`src/shared/evcnt_pkg.sv`:
```
`default_nettype none
package evcnt_pkg;
  // Sizes of the block
  localparam int unsigned N_CNT = 2;
  localparam int unsigned N_IRQ = 9;
  localparam int unsigned CNT_W = 32;
  // Register byte offsets
  localparam logic [7:0] OFF_CTRL = 8'h00;
  localparam logic [7:0] OFF_CFG0 = 8'h04;
  localparam logic [7:0] OFF_CFG1 = 8'h08;
  localparam logic [7:0] OFF_VAL0 = 8'h0c;
  localparam logic [7:0] OFF_VAL1 = 8'h10;
  localparam logic [7:0] OFF_MASK = 8'h14;
  localparam logic [7:0] OFF_MSTAT = 8'h18;
  localparam logic [7:0] OFF_RAW = 8'h1c;
  localparam logic [7:0] OFF_CLR = 8'h20;
  localparam logic [7:0] OFF_AUX = 8'h24;
  // Field positions
  localparam int unsigned CTRL_EN_BIT = 0;
  localparam int unsigned CTRL_RST_LSB = 1;
  localparam int unsigned CFG_GEN_LSB = 0;
  localparam int unsigned CFG_SRC_LSB = 2;
  localparam int unsigned CFG_W = 6;
  localparam int unsigned AUX_NSIRQ_BIT = 27;
  localparam int unsigned PROT_NS_BIT = 1;
  // Field codes
  localparam logic [3:0] SRC_FIRST = 4'h1;
  localparam logic [3:0] SRC_LAST = 4'h9;
  localparam logic [1:0] GEN_INC = 2'h1;
  localparam logic [1:0] GEN_OVF = 2'h2;
  // Reset values
  localparam logic RST_EN = 1'h0;
  localparam logic [5:0] RST_CFG = 6'h00;
  localparam logic [31:0] RST_CNT = 32'h0000_0000;
  localparam logic [8:0] RST_MASK = 9'h000;
  localparam logic [8:0] RST_RAW = 9'h000;
  localparam logic RST_AUX_NS = 1'h0;
  // Bus answers
  localparam logic [1:0] RESP_OKAY = 2'h0;
  localparam logic [1:0] RESP_SLVERR = 2'h2;
  localparam logic [1:0] RESP_DECERR = 2'h3;
  // Decoded register identity
  typedef enum logic [3:0] {
    REG_NONE, REG_CTRL, REG_CFG0, REG_CFG1, REG_VAL0, REG_VAL1,
    REG_MASK, REG_MSTAT, REG_RAW, REG_CLR, REG_AUX
  } evcnt_reg_t;
  // Cache event pulses, bit k-1 selected by source code k
  typedef struct packed {
    logic [8:0] hit;
    logic [8:0] secure;
  } evcnt_event_t;
  // Error sources, packed so they land on raw status bits 8..1
  typedef struct packed {
    logic decode_err;
    logic slave_err;
    logic data_ram_read_error;
    logic tag_ram_read_error;
    logic data_ram_write_error;
    logic tag_ram_write_error;
    logic data_ram_parity_error;
    logic tag_ram_parity_error;
  } evcnt_err_t;
endpackage
`default_nettype wire

```
`src/hdl/evcnt_unit.sv`:
```
// Chosen here: the register offsets and register access over AXI4-Lite.
`timescale 1ns/1ps
`default_nettype none
module evcnt_unit (
  input wire logic i_core_clk,
  input wire logic i_reset_n,
  input wire logic [7:0] i_awaddr,
  input wire logic [2:0] i_awprot,
  input wire logic i_awvalid,
  output logic o_awready,
  input wire logic [31:0] i_wdata,
  input wire logic [3:0] i_wstrb,
  input wire logic i_wvalid,
  output logic o_wready,
  output logic [1:0] o_bresp,
  output logic o_bvalid,
  input wire logic i_bready,
  input wire logic [7:0] i_araddr,
  input wire logic [2:0] i_arprot,
  input wire logic i_arvalid,
  output logic o_arready,
  output logic [31:0] o_rdata,
  output logic [1:0] o_rresp,
  output logic o_rvalid,
  input wire logic i_rready,
  input wire evcnt_pkg::evcnt_event_t i_events,
  input wire evcnt_pkg::evcnt_err_t i_errors,
  input wire logic i_secure_debug_count_enable,
  output logic [8:0] o_irq_lines,
  output logic o_combined_irq_out
);
  import evcnt_pkg::*;

  // Address decode shared by both channels
  function automatic evcnt_reg_t reg_of(input logic [7:0] a);
    evcnt_reg_t r;
    r = REG_NONE;
    if (a == OFF_CTRL) r = REG_CTRL;
    else if (a == OFF_CFG0) r = REG_CFG0;
    else if (a == OFF_CFG1) r = REG_CFG1;
    else if (a == OFF_VAL0) r = REG_VAL0;
    else if (a == OFF_VAL1) r = REG_VAL1;
    else if (a == OFF_MASK) r = REG_MASK;
    else if (a == OFF_MSTAT) r = REG_MSTAT;
    else if (a == OFF_RAW) r = REG_RAW;
    else if (a == OFF_CLR) r = REG_CLR;
    else if (a == OFF_AUX) r = REG_AUX;
    return r;
  endfunction

  logic aw_got_ff, w_got_ff, awready_ff, wready_ff, bvalid_ff;
  logic arready_ff, rvalid_ff;
  logic [1:0] bresp_ff, rresp_ff;
  logic [31:0] rdata_ff;
  logic [7:0] wr_addr_ff;
  logic [2:0] wr_prot_ff;
  logic [31:0] wr_data_ff;
  logic [3:0] wr_strb_ff;
  logic en_ff, aux_ns_ff;
  logic [5:0] cfg_ff [N_CNT];
  logic [31:0] cnt_ff [N_CNT];
  logic [8:0] mask_ff, raw_ff, irq_ff;
  logic comb_ff, dbg_meta_ff, dbg_sync_ff;
  logic [N_CNT-1:0] inc, ovf, clr, pre, cirq;

  // Write channel handshakes
  wire aw_fire = i_awvalid & awready_ff;
  wire w_fire = i_wvalid & wready_ff;
  wire wr_do = aw_got_ff & w_got_ff & ~bvalid_ff;
  wire nxt_aw_got = (aw_got_ff | aw_fire) & ~wr_do;
  wire nxt_w_got = (w_got_ff | w_fire) & ~wr_do;
  wire nxt_bvalid = wr_do | (bvalid_ff & ~i_bready);

  // Write decode and access check; mask and clear are guarded by bit 27
  wire evcnt_reg_t wr_reg = reg_of(wr_addr_ff);
  wire wr_ns = wr_prot_ff[PROT_NS_BIT];
  wire wr_guard = (wr_reg == REG_MASK) | (wr_reg == REG_CLR);
  wire wr_deny = wr_ns & ((wr_guard & ~aux_ns_ff) | (wr_reg == REG_AUX));
  wire wr_ro = (wr_reg == REG_MSTAT) | (wr_reg == REG_RAW);
  wire wr_ok = wr_do & ~wr_deny & ~wr_ro & (wr_reg != REG_NONE);
  wire [31:0] wmask = {{8{wr_strb_ff[3]}}, {8{wr_strb_ff[2]}},
                       {8{wr_strb_ff[1]}}, {8{wr_strb_ff[0]}}};
  wire [31:0] wdat = wr_data_ff & wmask;
  wire [1:0] wr_resp = (wr_reg == REG_NONE) ? RESP_DECERR :
                       (wr_deny | wr_ro) ? RESP_SLVERR : RESP_OKAY;

  // Write channel state; both halves are held until the reply is taken
  always_ff @(posedge i_core_clk or negedge i_reset_n) begin
    if (!i_reset_n) begin
      aw_got_ff <= 1'b0;
      w_got_ff <= 1'b0;
      awready_ff <= 1'b0;
      wready_ff <= 1'b0;
      bvalid_ff <= 1'b0;
      bresp_ff <= RESP_OKAY;
    end else begin
      aw_got_ff <= nxt_aw_got;
      w_got_ff <= nxt_w_got;
      awready_ff <= ~nxt_aw_got & ~nxt_bvalid;
      wready_ff <= ~nxt_w_got & ~nxt_bvalid;
      bvalid_ff <= nxt_bvalid;
      if (wr_do) bresp_ff <= wr_resp;
    end
  end

  // Write payload capture
  always_ff @(posedge i_core_clk or negedge i_reset_n) begin
    if (!i_reset_n) begin
      wr_addr_ff <= 8'h00;
      wr_prot_ff <= 3'h0;
      wr_data_ff <= 32'h0000_0000;
      wr_strb_ff <= 4'h0;
    end else begin
      if (aw_fire) wr_addr_ff <= {i_awaddr[7:2], 2'b00};
      if (aw_fire) wr_prot_ff <= i_awprot;
      if (w_fire) wr_data_ff <= i_wdata;
      if (w_fire) wr_strb_ff <= i_wstrb;
    end
  end

  // Read decode; one cycle from address to data
  wire ar_fire = i_arvalid & arready_ff;
  wire nxt_rvalid = ar_fire | (rvalid_ff & ~i_rready);
  wire evcnt_reg_t rd_reg = reg_of({i_araddr[7:2], 2'b00});
  wire rd_ns = i_arprot[PROT_NS_BIT];
  wire rd_deny = rd_ns & ~aux_ns_ff & (rd_reg == REG_MASK);
  logic [31:0] rd_val;
  logic [1:0] rd_resp;

  // Read mux; reserved bits are padded with zero
  always_comb begin
    rd_val = 32'h0000_0000;
    rd_resp = RESP_OKAY;
    case (rd_reg)
      REG_CTRL: rd_val = {31'h0, en_ff};
      REG_CFG0: rd_val = {26'h0, cfg_ff[0]};
      REG_CFG1: rd_val = {26'h0, cfg_ff[1]};
      REG_VAL0: rd_val = cnt_ff[0];
      REG_VAL1: rd_val = cnt_ff[1];
      REG_MASK: rd_val = rd_deny ? 32'h0000_0000 : {23'h0, mask_ff};
      REG_MSTAT: rd_val = {23'h0, raw_ff & mask_ff};
      REG_RAW: rd_val = {23'h0, raw_ff};
      REG_AUX: rd_val = {4'h0, aux_ns_ff, 27'h0};
      REG_CLR: rd_resp = RESP_SLVERR;
      default: rd_resp = RESP_DECERR;
    endcase
    if (rd_deny) rd_resp = RESP_SLVERR;
  end

  // Read channel state
  always_ff @(posedge i_core_clk or negedge i_reset_n) begin
    if (!i_reset_n) begin
      arready_ff <= 1'b0;
      rvalid_ff <= 1'b0;
      rdata_ff <= 32'h0000_0000;
      rresp_ff <= RESP_OKAY;
    end else begin
      arready_ff <= ~nxt_rvalid;
      rvalid_ff <= nxt_rvalid;
      if (ar_fire) rdata_ff <= rd_val;
      if (ar_fire) rresp_ff <= rd_resp;
    end
  end

  // Debug pin comes from outside, so it is synchronised before use
  always_ff @(posedge i_core_clk or negedge i_reset_n) begin
    if (!i_reset_n) begin
      dbg_meta_ff <= 1'b0;
      dbg_sync_ff <= 1'b0;
    end else begin
      dbg_meta_ff <= i_secure_debug_count_enable;
      dbg_sync_ff <= dbg_meta_ff;
    end
  end

  // Global enable and auxiliary access bit
  always_ff @(posedge i_core_clk or negedge i_reset_n) begin
    if (!i_reset_n) begin
      en_ff <= RST_EN;
      aux_ns_ff <= RST_AUX_NS;
    end else begin
      if (wr_ok && wr_reg == REG_CTRL && wr_strb_ff[0]) en_ff <= wdat[CTRL_EN_BIT];
      if (wr_ok && wr_reg == REG_AUX && wr_strb_ff[3]) aux_ns_ff <= wdat[AUX_NSIRQ_BIT];
    end
  end

  // Per counter: source select, clear, preload, count and wrap
  for (genvar g = 0; g < N_CNT; g++) begin : g_cnt
    wire evcnt_reg_t my_cfg = (g == 0) ? REG_CFG0 : REG_CFG1;
    wire evcnt_reg_t my_val = (g == 0) ? REG_VAL0 : REG_VAL1;
    wire [3:0] src = cfg_ff[g][CFG_SRC_LSB +: 4];
    wire [1:0] gen = cfg_ff[g][CFG_GEN_LSB +: 2];
    wire src_ok = (src >= SRC_FIRST) && (src <= SRC_LAST);
    wire [3:0] idx = src_ok ? (src - SRC_FIRST) : 4'h0;
    wire sec_ok = ~i_events.secure[idx] | dbg_sync_ff;
    logic [31:0] nxt_cnt;
    logic [5:0] nxt_cfg;
    assign inc[g] = en_ff & src_ok & i_events.hit[idx] & sec_ok;
    assign ovf[g] = inc[g] & (&cnt_ff[g]);
    assign clr[g] = wr_ok & (wr_reg == REG_CTRL) & wdat[CTRL_RST_LSB + g];
    assign pre[g] = wr_ok & (wr_reg == my_val) & ~src_ok;
    // Code 11 and 00 both fall through to no interrupt
    assign cirq[g] = ((gen == GEN_INC) & inc[g]) | ((gen == GEN_OVF) & ovf[g]);

    // Clear beats preload beats count; preload and count never meet
    always_comb begin
      nxt_cnt = cnt_ff[g];
      if (clr[g]) nxt_cnt = RST_CNT;
      else if (pre[g]) nxt_cnt = (cnt_ff[g] & ~wmask) | wdat;
      else if (inc[g]) nxt_cnt = cnt_ff[g] + 32'h0000_0001;
      nxt_cfg = cfg_ff[g];
      if (wr_ok && wr_reg == my_cfg && wr_strb_ff[0]) nxt_cfg = wdat[CFG_W-1:0];
    end

    always_ff @(posedge i_core_clk or negedge i_reset_n) begin
      if (!i_reset_n) begin
        cnt_ff[g] <= RST_CNT;
        cfg_ff[g] <= RST_CFG;
      end else begin
        cnt_ff[g] <= nxt_cnt;
        cfg_ff[g] <= nxt_cfg;
      end
    end
  end

  // Raw status: a new event wins over a clear in the same cycle
  wire [8:0] irq_set = {i_errors, |cirq};
  wire clr_ok = wr_ok & (wr_reg == REG_CLR);
  wire [8:0] irq_clr = clr_ok ? wdat[8:0] : 9'h000;
  wire [8:0] nxt_raw = (raw_ff & ~irq_clr) | irq_set;
  wire mask_wr = wr_ok & (wr_reg == REG_MASK);
  wire [8:0] nxt_mask = mask_wr ? ((mask_ff & ~wmask[8:0]) | wdat[8:0]) : mask_ff;
  wire [8:0] nxt_irq = nxt_raw & nxt_mask;

  // Interrupt state; outputs are built from next values to stay in step
  always_ff @(posedge i_core_clk or negedge i_reset_n) begin
    if (!i_reset_n) begin
      raw_ff <= RST_RAW;
      mask_ff <= RST_MASK;
      irq_ff <= 9'h000;
      comb_ff <= 1'b0;
    end else begin
      raw_ff <= nxt_raw;
      mask_ff <= nxt_mask;
      irq_ff <= nxt_irq;
      comb_ff <= |nxt_irq;
    end
  end

  assign o_awready = awready_ff;
  assign o_wready = wready_ff;
  assign o_bvalid = bvalid_ff;
  assign o_bresp = bresp_ff;
  assign o_arready = arready_ff;
  assign o_rvalid = rvalid_ff;
  assign o_rdata = rdata_ff;
  assign o_rresp = rresp_ff;
  assign o_irq_lines = irq_ff;
  assign o_combined_irq_out = comb_ff;
endmodule // evcnt_unit
`default_nettype wire

```
`config.mk`:
```
export PLATFORM = sky130hd
export DESIGN_NAME = evcnt_unit
export DESIGN_NICKNAME = d
export VERILOG_FILES = /design/src/shared/evcnt_pkg.sv /design/src/hdl/evcnt_unit.sv
export SDC_FILE = /design/constraint.sdc
export NUM_CORES = 1
export LEC_CHECK = 0
export BUFFER_PORTS_ARGS = -buffer_cell sky130_fd_sc_hd__buf_4
export CAP_MARGIN = 0
export CORE_MARGIN = 1.5
export CORE_UTILIZATION = 53
export CTS_CLUSTER_DIAMETER = 100
export DETAILED_ROUTE_END_ITERATION = 7
export PLACE_DENSITY = 0.76
export SYNTH_ARGS = -nofsm -noshare
export SYNTH_HDL_FRONTEND = slang
export SYNTH_SLANG_ARGS = --single-unit
export TNS_END_PERCENT = 10
```
`constraint.sdc`:
```
create_clock -name i_core_clk -period 2.7 [get_ports i_core_clk]
set_input_delay 0.135 -clock i_core_clk [delete_from_list [all_inputs] [get_ports i_core_clk]]
set_output_delay 0.135 -clock i_core_clk [all_outputs]
set_load 0.01 [all_outputs]
```
* Yosys cells after proc, flatten, opt, wreduce, memory -nomap -nowiden
Index checks and enable logic that the tools add are counted.
Widths: inputs -> output; s select.
** Storage, ports and cells
- Input port bits :: 92
- Output and inout bits :: 51
- Bits in registers :: 195
** Cells by class
- Magnitude comparators :: 6
- Reduce and logical (&&, ||, !) cells :: 21
- Mux-type cells :: 44
- Eq/ne operators :: 42
- Bitwise logic cells :: 80
- Add/subtract/negate cells :: 4
** Operators by type and width (count)
- $pmux 32 s9 :: 1
- $mux 32 :: 6
- $and 32x32->32 :: 3
- $mux 4 :: 22
- $add 32x1->32 const B :: 2
- $or 32x32->32 :: 2
- $reduce_and 32->1 :: 2
- $eq 6x3->1 const B :: 8
- $and 1x1->1 :: 39
- $and 9x9->9 :: 4
- $eq 4x3->1 const B :: 8
- $not 32->32 :: 1
- $mux 9 :: 3
- $eq 4x4->1 const B :: 6
- $eq 6x2->1 const B :: 4
- $eq 6x4->1 const B :: 4
- $not 9->9 :: 2
- $or 9x9->9 :: 2
- $reduce_or 9->1 :: 2
- $bmux 1 s4 :: 4
- $eq 4x2->1 const B :: 4
- $not 1->1 :: 15
- $eq 6x1->1 const B :: 2
- $or 1x1->1 :: 12
- other kinds (17) :: 39

* Depth between registers and ports, before layout
Gate-level depths: netlist of the first run.
- Depth after elaboration :: 27
- Mapped depth :: 11
- Depth with buffers taken out :: 9

* Worst setup path after synthesis of the first run
No wires, ideal clock.
- Kind :: register to register
- From :: register cfg_ff[2] (netlist name)
- To :: register cnt_ff[2] (netlist name)
- Required time :: 2.580 ns
- Clock period less this slack :: 2.958 ns
- Arrival :: 2.837 ns
- Slack :: -0.258 ns
- Library setup time :: 0.120 ns
- Cell stages (with the launch flop) :: 11
- Cells stage by stage :: dfrtp_1 > inv_1 > ha_1 > nor4b_4 > a211oi_2 > mux2_4 > a221o_1 > or3_1 > buf_6 > mux2_4 > o211a_1
** On the way
- Word-level cells in the longest chain between the ends :: 9
** RTL lines
- from (decl) :: RTL line evcnt_unit.sv:60 : logic [5:0] cfg_ff [N_CNT];
- from (signal, indexed assignment) :: RTL line evcnt_unit.sv:221 : cfg_ff[g] <= nxt_cfg;
- $ge 4x1->1 / $le 4x4->1 (equally long branches) :: RTL line evcnt_unit.sv:193 : wire src_ok = (src >= SRC_FIRST) && (src <= SRC_LAST);
- $logic_and 1x1->1 :: RTL line evcnt_unit.sv:193
- $mux 4 :: RTL line evcnt_unit.sv:194 : wire [3:0] idx = src_ok ? (src - SRC_FIRST) : 4'h0;
- $bmux 1 s4 :: RTL line evcnt_unit.sv:195 : wire sec_ok = ~i_events.secure[idx] | dbg_sync_ff;
- $mux 1 (implied by the code) :: RTL line evcnt_unit.sv:195
- $not 1->1 :: RTL line evcnt_unit.sv:195
- $or 1x1->1 :: RTL line evcnt_unit.sv:195
- $and 1x1->1 :: RTL line evcnt_unit.sv:198 : assign inc[g] = en_ff & src_ok & i_events.hit[idx] & sec_ok;
- $reduce_bool 3->1 (no source line)
- to (signal, indexed assignment) :: RTL line evcnt_unit.sv:220 : cnt_ff[g] <= nxt_cnt;
- to (decl) :: RTL line evcnt_unit.sv:61 : logic [31:0] cnt_ff [N_CNT];
Several ways; a longest one is shown, not always the timed one. The select of a mux whose other input is x is not followed.
A chain may end at the register's enable or synchronous reset.

* Final worst setup path of the first run
- From :: register cfg_ff[2] (netlist name)
- To :: register cnt_ff[19] (netlist name)
Same word-level chain as after synthesis.

==> key figures, run 1 <==
Routing
  • Drt wl/cell: 21.0 µm
  • Iter 0 DRT Violations: 1,376
  • Drt drc: 0
  • Avg Vias per Cell: 6.35
  • Via count: 11.0k
  • WL final: 36.5 mm
  • First-pass DRT Iterations: 6
  • Post-DRT Antenna Nets: 0

Logic synthesis
  • Synth Cell Area: 0.0109 mm²
  • Post-synthesis sequential area ratio: 0.446
  • Mapped Cells: 1,163
  • Synth Area per Inst: 9.35 µm²
  • Post-synth cell types: 86
  • Dominant synthesized flop cell: dfrtp_1
  • Ys async rst share: 1.00
  • Synth Net Count: 1,261
  • Post-synth EDFFs: 0
  • Yosys warnings: 0
  • Synth top area share: 0.446
  • Synth top area cells: dfrtp_1 (45%), mux2_2 (5.9%), o21ai_0 (5.3%)
  • Leading area contributor after synthesis: dfrtp_1
  • FF+latch count, synth: 194

GRT
  • Largest net degree at the start of global routing: 69
  • Antenna violations before repair: 0
  • GRT overflow: 0
  • First-pass GRT wire length: 57.4 mm
  • All-Layer GR Usage: 0.342
  • Vias in the first global route: 10.6k

Power
  • Pleak: 6.40 nW
  • Sw Share: 0.357
  • Sw Pwr: 3.45 mW
  • Maximum vdd drop: 0.000643 V
  • Sequential Power Share: 0.446
  • Pwr/cell area: 660 mW/mm²
  • Clock share of power: 0.261
  • Internal Power: 6.21 mW
  • Total power: 9.67 mW
  • Comb power frac: 0.293

Clock network
  • Clk sinks: 194
  • CTS Buffer Depth: 2
  • Clk pin slew, worst setup/hold paths: 0.07 ns
  • Htree depth: 4
  • Clock Latency Late Sink: 0.44 ns
  • Root buf cell: clkbuf_16
  • CTS Buf Count: 17
  • CTS tree: built

STA
  • Unrepaired setup endpoints after global routing: yes
  • Worst-margin pin slew: 0.893 ns
  • Fin crit share: 1.06
  • Final setup viols: 22
  • Final setup skew: 0.00947 ns
  • Fin. max-slew vios: 0
  • Hold WS: 0.113 ns
  • Post-route setup slack: -0.169 ns
  • Fmax: 349 MHz
  • Max-slew headroom: 0.404
  • Hold Vio Cnt, Final: 0
  • Final min period: 2.87 ns

Run
  • Max Cap Viol: 0

Floorplan
  • Die H: 146 µm
  • IO Pins: 143
  • Core ar.: 0.0202 mm²
  • Die area: 0.0214 mm²
  • Rows: 52
  • Die Wd: 146 µm
  • Initial Util: 0.539

Layout
  • Final Net Count: 1,550
  • Fin cells: 1,734
  • Fraction of layout cells with a size suffix above 1: 0.307
  • Fill cells: 1,493
  • Antenna Cells: 0
  • Fin area: 0.0146 mm²
  • Area Overhead vs Synth: 34.6%

Min path
  • Hold path start: i_araddr[3]
  • Min-Delay Path Class: in -> reg

Worst setup path
  • Kind of critical path: reg -> reg
  • Crit-path max FO: 6
  • Crit. Startpoint: cfg_ff[2]$_DFFE_PN0P_
  • R2R Path Start: cfg_ff[2]$_DFFE_PN0P_
  • Crit path launch type: register
  • Crit path DAT: 3.16 ns
  • Critical Path RT: 2.99 ns
  • CP endpoint kind: register

Run status
  • Status: complete, but fails checks
  • Violated checks: setup timing

Placement
  • Placed cell count: 1,638
  • Dpl hpwl: 26.0 mm
  • Port buffer count: 134
  • Gp weighted congestion: 0.971
  • Placed Instance Area: 0.0131 mm²
-- synthesized netlist by cell type (all sizes together) (5+ instances only) --
library cell	n
a211o	5
a211oi	29
a21boi	11
a21o	10
a21oi	59
a222oi	8
a22oi	26
a2bb2oi	8
a311oi	10
a31oi	20
and2	16
and3	23
and4	5
buf	16
clkbuf	57
dfrtp	194
ha	6
inv	46
mux2	59
mux2i	22
nand2	109
nand2b	13
nand3	48
nand3b	8
nand4	16
nor2	51
nor2b	9
nor3	28
nor4	14
nor4b	5
o211ai	12
o21a	6
o21ai	118
o221ai	6
o22ai	6
o31ai	9
or2	6
or3	10
-- worst max-delay path: stages (launching register included) --
cell and delay [ns]:
dfrtp_2 0.44, inv_2 0.08, ha_4 0.17, o21bai_4 0.09
a211oi_4 0.29, mux2_4 0.33, a221o_1 0.33, buf_6 0.15
nor4_4 0.20, buf_4 0.16, nor3_1 0.05, nor4_1 0.43
-- cells by family after synthesis --
group,count (synthesis),synth area share
adders and majority gates,7,0.00782
and+or+nand+nor,375,0.180
muxes,81,0.0820
xor gates and xnor gates,5,0.00403
DFF,194,0.446
AOI/OAI and AO/OA,382,0.235
buffers and inverters,119,0.0443
-- worst paths after layout --
| check | to | slack, ns | depth (start not counted) |
|---|---|---|---|
| setup / recovery | cnt_ff[19]$_DFFE_PN0P_ | -0.17 | 11 |
| hold / removal | o_rresp[1]$_DFFE_PN0P_ | 0.11 | 4 |
| setup reg to reg | cnt_ff[19]$_DFFE_PN0P_ | -0.17 | 11 |
| hold reg to reg | dbg_sync_ff$_DFF_PN0_ | 0.36 | 0 |
| max in group asynchronous | o_rvalid$_DFF_PN0_ | 1.51 | 3 |
| min in group asynchronous | dbg_sync_ff$_DFF_PN0_ | 0.24 | 2 |
-- placed cells by master (no fill, tap or decap), drive strengths merged, types with 48 or more instances in the layout --
master / instances
nor2: 51
buf: 283
mux2: 59
nand2: 109
dlygate4sd3: 58
a21oi: 59
nand3: 48
dfrtp: 194
o21ai: 118
inv: 52
-- repair_timing --
action | CTS | global route
setup buffers | 3 | 3
pin swaps | 4 | 13
setup endpoints to repair | 62 | 58
cloned | 0 | 1
hold buffers | 58 | 0
gates resized for setup | 20 | 47
hold endpoints to repair | 125 | 0
-- layer usage --
layer,share of wire,track usage,up-vias
met5,0,0,-
met4,0.025,0.0924,0
met3,0.12,0.0900,101
met1,0.41,0.491,5322
li1,-,-,4924
met2,0.44,0.514,666
-- state kept, by name (all words and copies together) (netlist names), 2 cells and up --
register and flops:
wr_strb_ff 4, o_rresp 2, mask_ff 9, o_rdata 32
raw_ff 9, o_bresp 2, cfg_ff 12, wr_data_ff 32
o_irq_lines 9, cnt_ff 64, wr_addr_ff 6
-- stage by stage --
stage               setup TNS [ns]  utilization  setup slack (ns)
floorplan                   -0.865            -           -0.0895
global placement             -3.98        0.651            -0.172
detailed placement           -6.09        0.651            -0.232
CTS                         -0.220        0.712           -0.0392
global route                 -4.35        0.726            -0.316
finish                      -0.823        0.726            -0.169
-- power by group through the flow --
stage	Combinational, mW	Clock, mW	Sequential, mW
after global placement	2.52	0	4.27
final	2.83	2.52	4.32
after global routing	3.06	2.64	4.34
after CTS	2.69	2.54	4.24
after floorplan	1.50	0	3.91
after detailed placement	2.58	0	4.29
-- final cells by class --
type                    instances  area (µm²)  share of cell area
multi-input cells             850        5850               0.399
inverters                      46         173              0.0118
clock inverters                12         123             0.00837
repair buffers                343        2860               0.196
well taps                     270         338              0.0231
clock buffers                  19         443              0.0302
flip-flops and latches        194        4860               0.332
No activity file was read; power rests on OpenSTA's default activity.
==> run 2: changes to the inputs <==
--- a/config.mk
+++ b/config.mk
@@ -7,8 +7,10 @@
 export LEC_CHECK = 0
 export BUFFER_PORTS_ARGS = -buffer_cell sky130_fd_sc_hd__buf_4
 export CAP_MARGIN = 0
+export CELL_PAD_IN_SITES_DETAIL_PLACEMENT = 1
+export CELL_PAD_IN_SITES_GLOBAL_PLACEMENT = 2
 export CORE_MARGIN = 1.5
-export CORE_UTILIZATION = 53
+export CORE_UTILIZATION = 33
 export CTS_CLUSTER_DIAMETER = 100
 export DETAILED_ROUTE_END_ITERATION = 7
 export PLACE_DENSITY = 0.76
==> constraint.sdc (replaced) <==
create_clock -name i_core_clk -period 2.7 [get_ports i_core_clk]
set_input_delay 0.54 -clock i_core_clk [delete_from_list [all_inputs] [get_ports i_core_clk]]
set_output_delay 0.54 -clock i_core_clk [all_outputs]
set_load 0.01 [all_outputs]
==> run 2 against run 1 <==
The run still ends with setup timing left. Critical path depth rose by 1. Wire length rose by 15%. Cell count rose by 7.2%. Critical path type unchanged. Clock power rose by 7%. Clock skew rose by 0.0024 ns. Via count fell by 4.3%. Design area fell by 0.56%. Global-route usage fell by 8.9 points. Combinational power fell by 4%. Maximum frequency fell by 0.67%.
==> key figures, run 2 (synthesis gave the netlist of run 1 again) <==
Worst setup path
  • Crit path launch type: register
  • Crit-path most repeated cell: buf_12
  • Crit path cell chain: inv_2, ha_4, nor4b_4, buf_4, o311a_1, a31oi_1, a221o_1, or3_4, buf_12, buf_12, a22oi_2, a2bb2oi_2
  • CP max-delay cell: dfrtp_2
  • CP endpoint kind: register
  • Reg-to-reg slack, setup: -0.19 ns (-0.02 ns)
  • CP peak stage delay: 0.44 ns (about the same)
  • R2r worst-path depth: 12 (+1)
  • Crit path DAT: 3.27 ns (+0.11 ns)
  • Crit-path max FO: 7 (+1)
  • Worst R2R End: cnt_ff[20]$_DFFE_PN0P_
  • Capture point of the worst path: cnt_ff[20]$_DFFE_PN0P_
  • Kind of critical path: reg -> reg
  • Crit. Startpoint: cfg_ff[2]$_DFFE_PN0P_
  • Critical Path RT: 3.08 ns (+0.09 ns)
  • R2R Path Start: cfg_ff[2]$_DFFE_PN0P_

GRT
  • GRT met3 Usage: 0.0532 (-0.0368)
  • GR peak layer: met2
  • Met1 Resource Use GR: 0.351 (-0.140)
  • GRT overflow: 0 (unchanged)
  • First-pass GRT wire length: 64.7 mm (+13%)
  • Largest net degree at the start of global routing: 72 (+4.3%)
  • Antenna violations before repair: 0 (unchanged)
  • Vias in the first global route: 11.0k (+4.0%)
  • All-Layer GR Usage: 0.253 (-0.0895)
  • Met2 GRT Util: 0.398 (-0.116)

Power
  • Pleak: 6.28 nW (-2.0%)
  • Total power: 9.76 mW (+0.92%)
  • Maximum vdd drop: 0.000445 V (-31%)
  • Pwr/cell area: 670 mW/mm² (+1.5%)

STA
  • Fmax: 346 MHz (-0.67%)
  • Post-route setup slack: -0.188 ns (-0.0194 ns)
  • Fin crit share: 1.07 (+0.00720)
  • Hold WS: 0.0910 ns (-0.0221 ns)
  • Hold Vio Cnt, Final: 0 (unchanged)
  • Worst-margin pin slew: 0.653 ns (-0.241 ns)
  • Final min period: 2.89 ns (+0.0194 ns)
  • Final setup skew: 0.0119 ns (+0.00243 ns)
  • Final setup TNS: -3.34 ns (-2.52 ns)
  • Max-slew headroom: 0.562 (+0.158)
  • Fin. max-slew vios: 0 (unchanged)
  • Final setup viols: 33 (+50%)
  • Unrepaired setup endpoints after global routing: yes

Clock network
  • Clk pin slew, worst setup/hold paths: 0.08 ns (about the same)
  • Htree depth: 4 (unchanged)
  • Root buf cell: clkbuf_16
  • Clock Latency Late Sink: 0.46 ns (+0.02 ns)
  • Hold_buf cts: 0 (-100%)
  • Clk sinks: 194 (unchanged)
  • CTS tree: built
  • CTS Buf Count: 17 (unchanged)
  • CTS Buffer Depth: 2 (unchanged)

Routing
  • Avg Vias per Cell: 5.67 (-11%)
  • First-pass DRT Iterations: 5 (-1)
  • WL final: 41.8 mm (+15%)
  • Iter 0 DRT Violations: 737 (-46%)
  • Via count: 10.5k (-4.3%)
  • Drt wl/cell: 22.5 µm (+6.9%)
  • Drt drc: 0 (unchanged)
  • Post-DRT Antenna Nets: 0 (unchanged)

Floorplan
  • Die H: 185 µm (+26%)
  • IO Pins: 143 (unchanged)
  • Initial Util: 0.335 (-0.204)
  • Core ar.: 0.0325 mm² (+61%)
  • Die area: 0.0341 mm² (+59%)
  • Die Wd: 185 µm (+26%)
  • Rows: 66 (+27%)

Placement
  • Port buffer count: 134 (unchanged)
  • Gp weighted congestion: 0.881 (-9.3%)
  • Dpl hpwl: 31.4 mm (+21%)
  • Pre-CTS WS: -0.301 ns (-0.0690 ns)

Layout
  • Register area: 0.00486 mm² (about the same)
  • Number of flip-flops under the largest register name: 64 (unchanged)
  • Multi-input logic area: 0.00593 mm² (+1.5%)
  • Biggest register: cnt_ff
  • Final Net Count: 1,503 (-3.0%)
  • Post-layout util: 0.449 (-0.277)
  • Commonest non-fill, non-tap cells in the layout: buf_4 (271), dfrtp_1 (193), o21ai_0 (111)
  • Fill cells: 3,683 (+150%)
  • Commonest non-fill, non-tap cell in the layout: buf_4
  • Antenna Cells: 0 (unchanged)
  • Fraction of layout cells with a size suffix above 1: 0.335 (+0.0274)
  • Area Overhead vs Synth: 33.9%

Min path
  • Min-Delay Path Class: in -> async

Run
  • Max Cap Viol: 0 (unchanged)

Run status
  • Violated checks: setup timing
  • Status: complete, but fails checks
run 2: worst min-delay path by stage:
stage                                  to  slack, ns  cells past startpoint
floorplan           aux_ns_ff$_DFFE_PN0P_       0.24                      0
CTS                 dbg_meta_ff$_DFF_PN0_       0.12                      1
detailed placement  dbg_sync_ff$_DFF_PN0_       0.34                      0
finish              dbg_meta_ff$_DFF_PN0_       0.09                      1
global placement    dbg_sync_ff$_DFF_PN0_       0.33                      0
global route        dbg_meta_ff$_DFF_PN0_       0.11                      1
run 2: per-stage QoR:
stage	cell area [µm²]	cells
floorplan	10900	1163
global placement	13500	1823
detailed placement	13500	1823
CTS	14300	1858
global route	14600	1858
finish	14600	1858
run 2: routing by layer:
layer | wire [µm] | share of wire | up-vias
met1 | 19200 | 0.46 | 5377
li1 | - | - | 4831
met3 | 2680 | 0.064 | 42
met5 | 0 | 0 | -
met2 | 19200 | 0.46 | 288
met4 | 699 | 0.017 | 0
run 2: area by class of cell:
type | count | share of cell area
Inverter | 46 | 0.0119
Sequential cell | 194 | 0.334
Tap cell | 442 | 0.0380
Clock buffer | 18 | 0.0295
Multi-Input combinational cell | 850 | 0.407
Clock inverter | 12 | 0.0109
Timing Repair Buffer | 296 | 0.169
run 2: critical path, delay by kind of cell, from the launching register on:
kind / cells / cell delay, ns
and+or+nand+nor: 2 / 0.68
adders and majority gates: 1 / 0.15
DFF: 1 / 0.44
AOI/OAI and AO/OA: 5 / 0.96
buffers and inverters: 4 / 0.57
run 2: where the power goes:
part / switching, mW / leakage (nW) / internal (mW)
clock network: 1.23 / 0.283 / 1.46
logic: 1.38 / 3.59 / 1.35
registers: 0.876 / 2.40 / 3.46
total: 3.49 / 6.28 / 6.27
run 2: timing repair:
action,in CTS,in global routing
buffers inserted,4,0
cloned,1,0
setup endpoints to repair,66,66
pin swaps,8,14
gates resized for setup,35,51
==> run 3: changes to the inputs <==
--- a/config.mk
+++ b/config.mk
@@ -9,11 +9,11 @@
 export CAP_MARGIN = 0
 export CELL_PAD_IN_SITES_DETAIL_PLACEMENT = 1
 export CELL_PAD_IN_SITES_GLOBAL_PLACEMENT = 2
-export CORE_MARGIN = 1.5
-export CORE_UTILIZATION = 33
+export CORE_UTILIZATION = 34
+export CTS_BUF_LIST = sky130_fd_sc_hd__clkbuf_8
 export CTS_CLUSTER_DIAMETER = 100
 export DETAILED_ROUTE_END_ITERATION = 7
-export PLACE_DENSITY = 0.76
+export PLACE_DENSITY = 0.78
 export SYNTH_ARGS = -nofsm -noshare
 export SYNTH_HDL_FRONTEND = slang
 export SYNTH_SLANG_ARGS = --single-unit
==> run 3 against run 2 <==
The flow still finishes with violations (setup timing). Sequential cell count stayed put. Setup slack improved by 0.022 ns. Clock skew increased by 0.016 ns. Sequential share of layout area increased by 0.71 points. Combinational power is essentially flat. Total power decreased by 7.4%. First-iteration DRC count rose by 4.9%. Highest routed layer unchanged.
==> key figures, run 3 (synthesis gave the netlist of run 1 again) <==
Layout
  • Commonest non-fill, non-tap cells in the layout: buf_4 (290), dfrtp_1 (192), o21ai_0 (110)
  • Commonest non-fill, non-tap cell in the layout: buf_4
  • Multi-input logic area: 0.00582 mm² (-2.0%)
  • Register area: 0.00486 mm² (about the same)
  • Fin area: 0.0143 mm² (-2.1%)
  • Fill cells: 3,684 (+0.027%)
  • Final Net Count: 1,516 (+0.86%)
  • Biggest register: cnt_ff
  • Fin cells: 1,834 (-1.3%)
  • Area Overhead vs Synth: 31.1%
  • Fraction of layout cells with a size suffix above 1: 0.330 (-0.00491)
  • Number of flip-flops under the largest register name: 64 (unchanged)

GRT
  • Antenna violations before repair: 1 (+1)
  • First-pass GRT wire length: 63.9 mm (-1.2%)
  • Largest net degree at the start of global routing: 71 (-1.4%)
  • All-Layer GR Usage: 0.254 (+0.00165)
  • GRT overflow: 0 (unchanged)
  • Vias in the first global route: 10.8k (-1.7%)

STA
  • Final setup TNS: -2.65 ns (+0.693 ns)
  • Fin. max-slew vios: 0 (unchanged)
  • Final setup viols: 34 (+3.0%)
  • Unrepaired setup endpoints after global routing: yes
  • Final min period: 2.87 ns (-0.0216 ns)
  • Max-slew headroom: 0.537 (-0.0246)
  • Fin crit share: 1.06 (-0.00801)
  • Final setup skew: 0.0283 ns (+0.0164 ns)
  • Hold Vio Cnt, Final: 0 (unchanged)
  • Worst-margin pin slew: 0.694 ns (+0.0413 ns)
  • Fmax: 349 MHz (+0.75%)
  • Post-route setup slack: -0.167 ns (+0.0216 ns)

Floorplan
  • Die Wd: 181 µm (-2.0%)
  • IO Pins: 143 (unchanged)
  • Die H: 181 µm (-2.0%)
  • Initial Util: 0.345 (+0.00954)
  • Die area: 0.0327 mm² (-4.0%)
  • Rows: 65 (-1.5%)
  • Core ar.: 0.0316 mm² (-2.8%)

Worst setup path
  • Crit path cell chain: inv_2, ha_4, buf_4, or2b_1, o22a_1, buf_4, a311oi_2, a221o_1, buf_4, nor3_2, buf_4, a221oi_2, buf_4, o211ai_1
  • Kind of cell adding the most delay to the critical path: compound AO/OA/AOI/OAI gates
  • Critical Path RT: 3.08 ns (about the same)
  • Crit path DAT: 3.25 ns (-0.02 ns)
  • Crit-path most repeated cell: buf_4
  • CP peak stage delay: 0.42 ns (-0.02 ns)
  • CP endpoint kind: register
  • Crit-path max FO: 5 (-2)
  • Crit path launch type: register
  • WP buf/inv: 6 (+2)
  • CP max-delay cell: dfrtp_1
  • Kind of critical path: reg -> reg

Placement
  • Dpl hpwl: 31.1 mm (-0.92%)
  • Placed Instance Area: 0.0136 mm² (about the same)
  • Gp weighted congestion: 0.909 (+3.2%)
  • Placed cell count: 1,798 (-1.4%)
  • Port buffer count: 134 (unchanged)

Clock network
  • Hold_buf cts: 0 (unchanged)
  • Root buf cell: clkbuf_8
  • Htree depth: 4 (unchanged)
  • CTS Buffer Depth: 2 (unchanged)
  • CTS tree: built
  • Clk pin slew, worst setup/hold paths: 0.12 ns (+0.04 ns)
  • Clock Latency Late Sink: 0.52 ns (+0.06 ns)
  • CTS Buf Count: 17 (unchanged)
  • Clk sinks: 194 (unchanged)

Run
  • Max Cap Viol: 0 (unchanged)

Run status
  • Violated checks: setup timing
  • Status: complete, but fails checks

Routing
  • Drt wl/cell: 22.4 µm (-0.21%)
  • Avg Vias per Cell: 5.81 (+2.5%)
  • Post-DRT Antenna Nets: 0 (unchanged)
  • Drt drc: 0 (unchanged)
  • WL final: 41.2 mm (-1.5%)
  • Iter 0 DRT Violations: 773 (+4.9%)
  • Via count: 10.7k (+1.2%)
  • First-pass DRT Iterations: 5 (unchanged)

Min path
  • Min-Delay Path Class: in -> async

Power
  • Pleak: 6.23 nW (-0.76%)
  • Maximum vdd drop: 0.000417 V (-6.4%)
  • Pwr/cell area: 634 mW/mm² (-5.4%)
## run 3: changes by cell type in the layout (fill, tap and decap cells not counted), sizes merged
cell and delta:
buf +14, bufinv -1, clkbuf -1, clkdlybuf4s15 -1, clkinvlp -2, diode +1, inv +6
## run 3: final cells by class
class	instances	area share
tap	402	0.0353
clock inverter	15	0.0119
timing repair buffer	309	0.176
sequential	194	0.341
inverter	46	0.0121
antenna	1	0.000175
multi-input combinational	850	0.408
clock buffer	17	0.0164
## run 3: repair_timing
| action | CTS | global route |
|---|---|---|
| endpoints found under the setup margin | 67 | 66 |
| buffers inserted | 2 | 1 |
| resized for setup | 30 | 35 |
| pin swaps | 4 | 3 |
## run 3: per-layer routing
| layer | routed length (µm) | global-route usage | vias up | part of all wire |
|---|---|---|---|---|
| met4 | 984 | 0.0797 | 0 | 0.024 |
| met1 | 19500 | 0.368 | 5419 | 0.47 |
| met2 | 18700 | 0.393 | 317 | 0.45 |
| li1 | - | - | 4862 | - |
| met3 | 1960 | 0.0323 | 65 | 0.048 |
| met5 | 0 | 0 | - | 0 |
## run 3: per-stage QoR
| step | worst slack [ns] | util | total power, mW | hold WS (ns) |
|---|---|---|---|---|
| after floorplan | -0.0895 | - | 5.41 | 0.244 |
| after global placement | -0.220 | 0.430 | 6.79 | 0.332 |
| after detailed placement | -0.294 | 0.430 | 6.88 | 0.339 |
| after CTS | -0.164 | 0.447 | 9.00 | 0.0730 |
| after global routing | -0.313 | 0.452 | 9.49 | 0.0839 |
| final | -0.167 | 0.452 | 9.04 | 0.0604 |
## run 3: power by group
part           internal (mW)  leakage [nW]  switching (mW)
Sequential              3.46          2.40           0.800
Combinational           1.34          3.62            1.37
Clock                  0.853         0.211            1.22
## run 3: final timing paths
kind | from | endpoint | slack [ns] | cells past startpoint
min | i_reset_n | cnt_ff[21]$_DFFE_PN0P_ | 0.06 | 1
max in group asynchronous | i_reset_n | raw_ff[7]$_DFF_PN0_ | 1.85 | 2
max reg2reg | cfg_ff[3]$_DFFE_PN0P_ | o_combined_irq_out$_DFF_PN0_ | -0.17 | 14
min reg2reg | dbg_meta_ff$_DFF_PN0_ | dbg_sync_ff$_DFF_PN0_ | 0.36 | 0
min in group i_core_clk | i_secure_debug_count_enable | dbg_meta_ff$_DFF_PN0_ | 0.13 | 1
max | cfg_ff[3]$_DFFE_PN0P_ | o_combined_irq_out$_DFF_PN0_ | -0.17 | 14
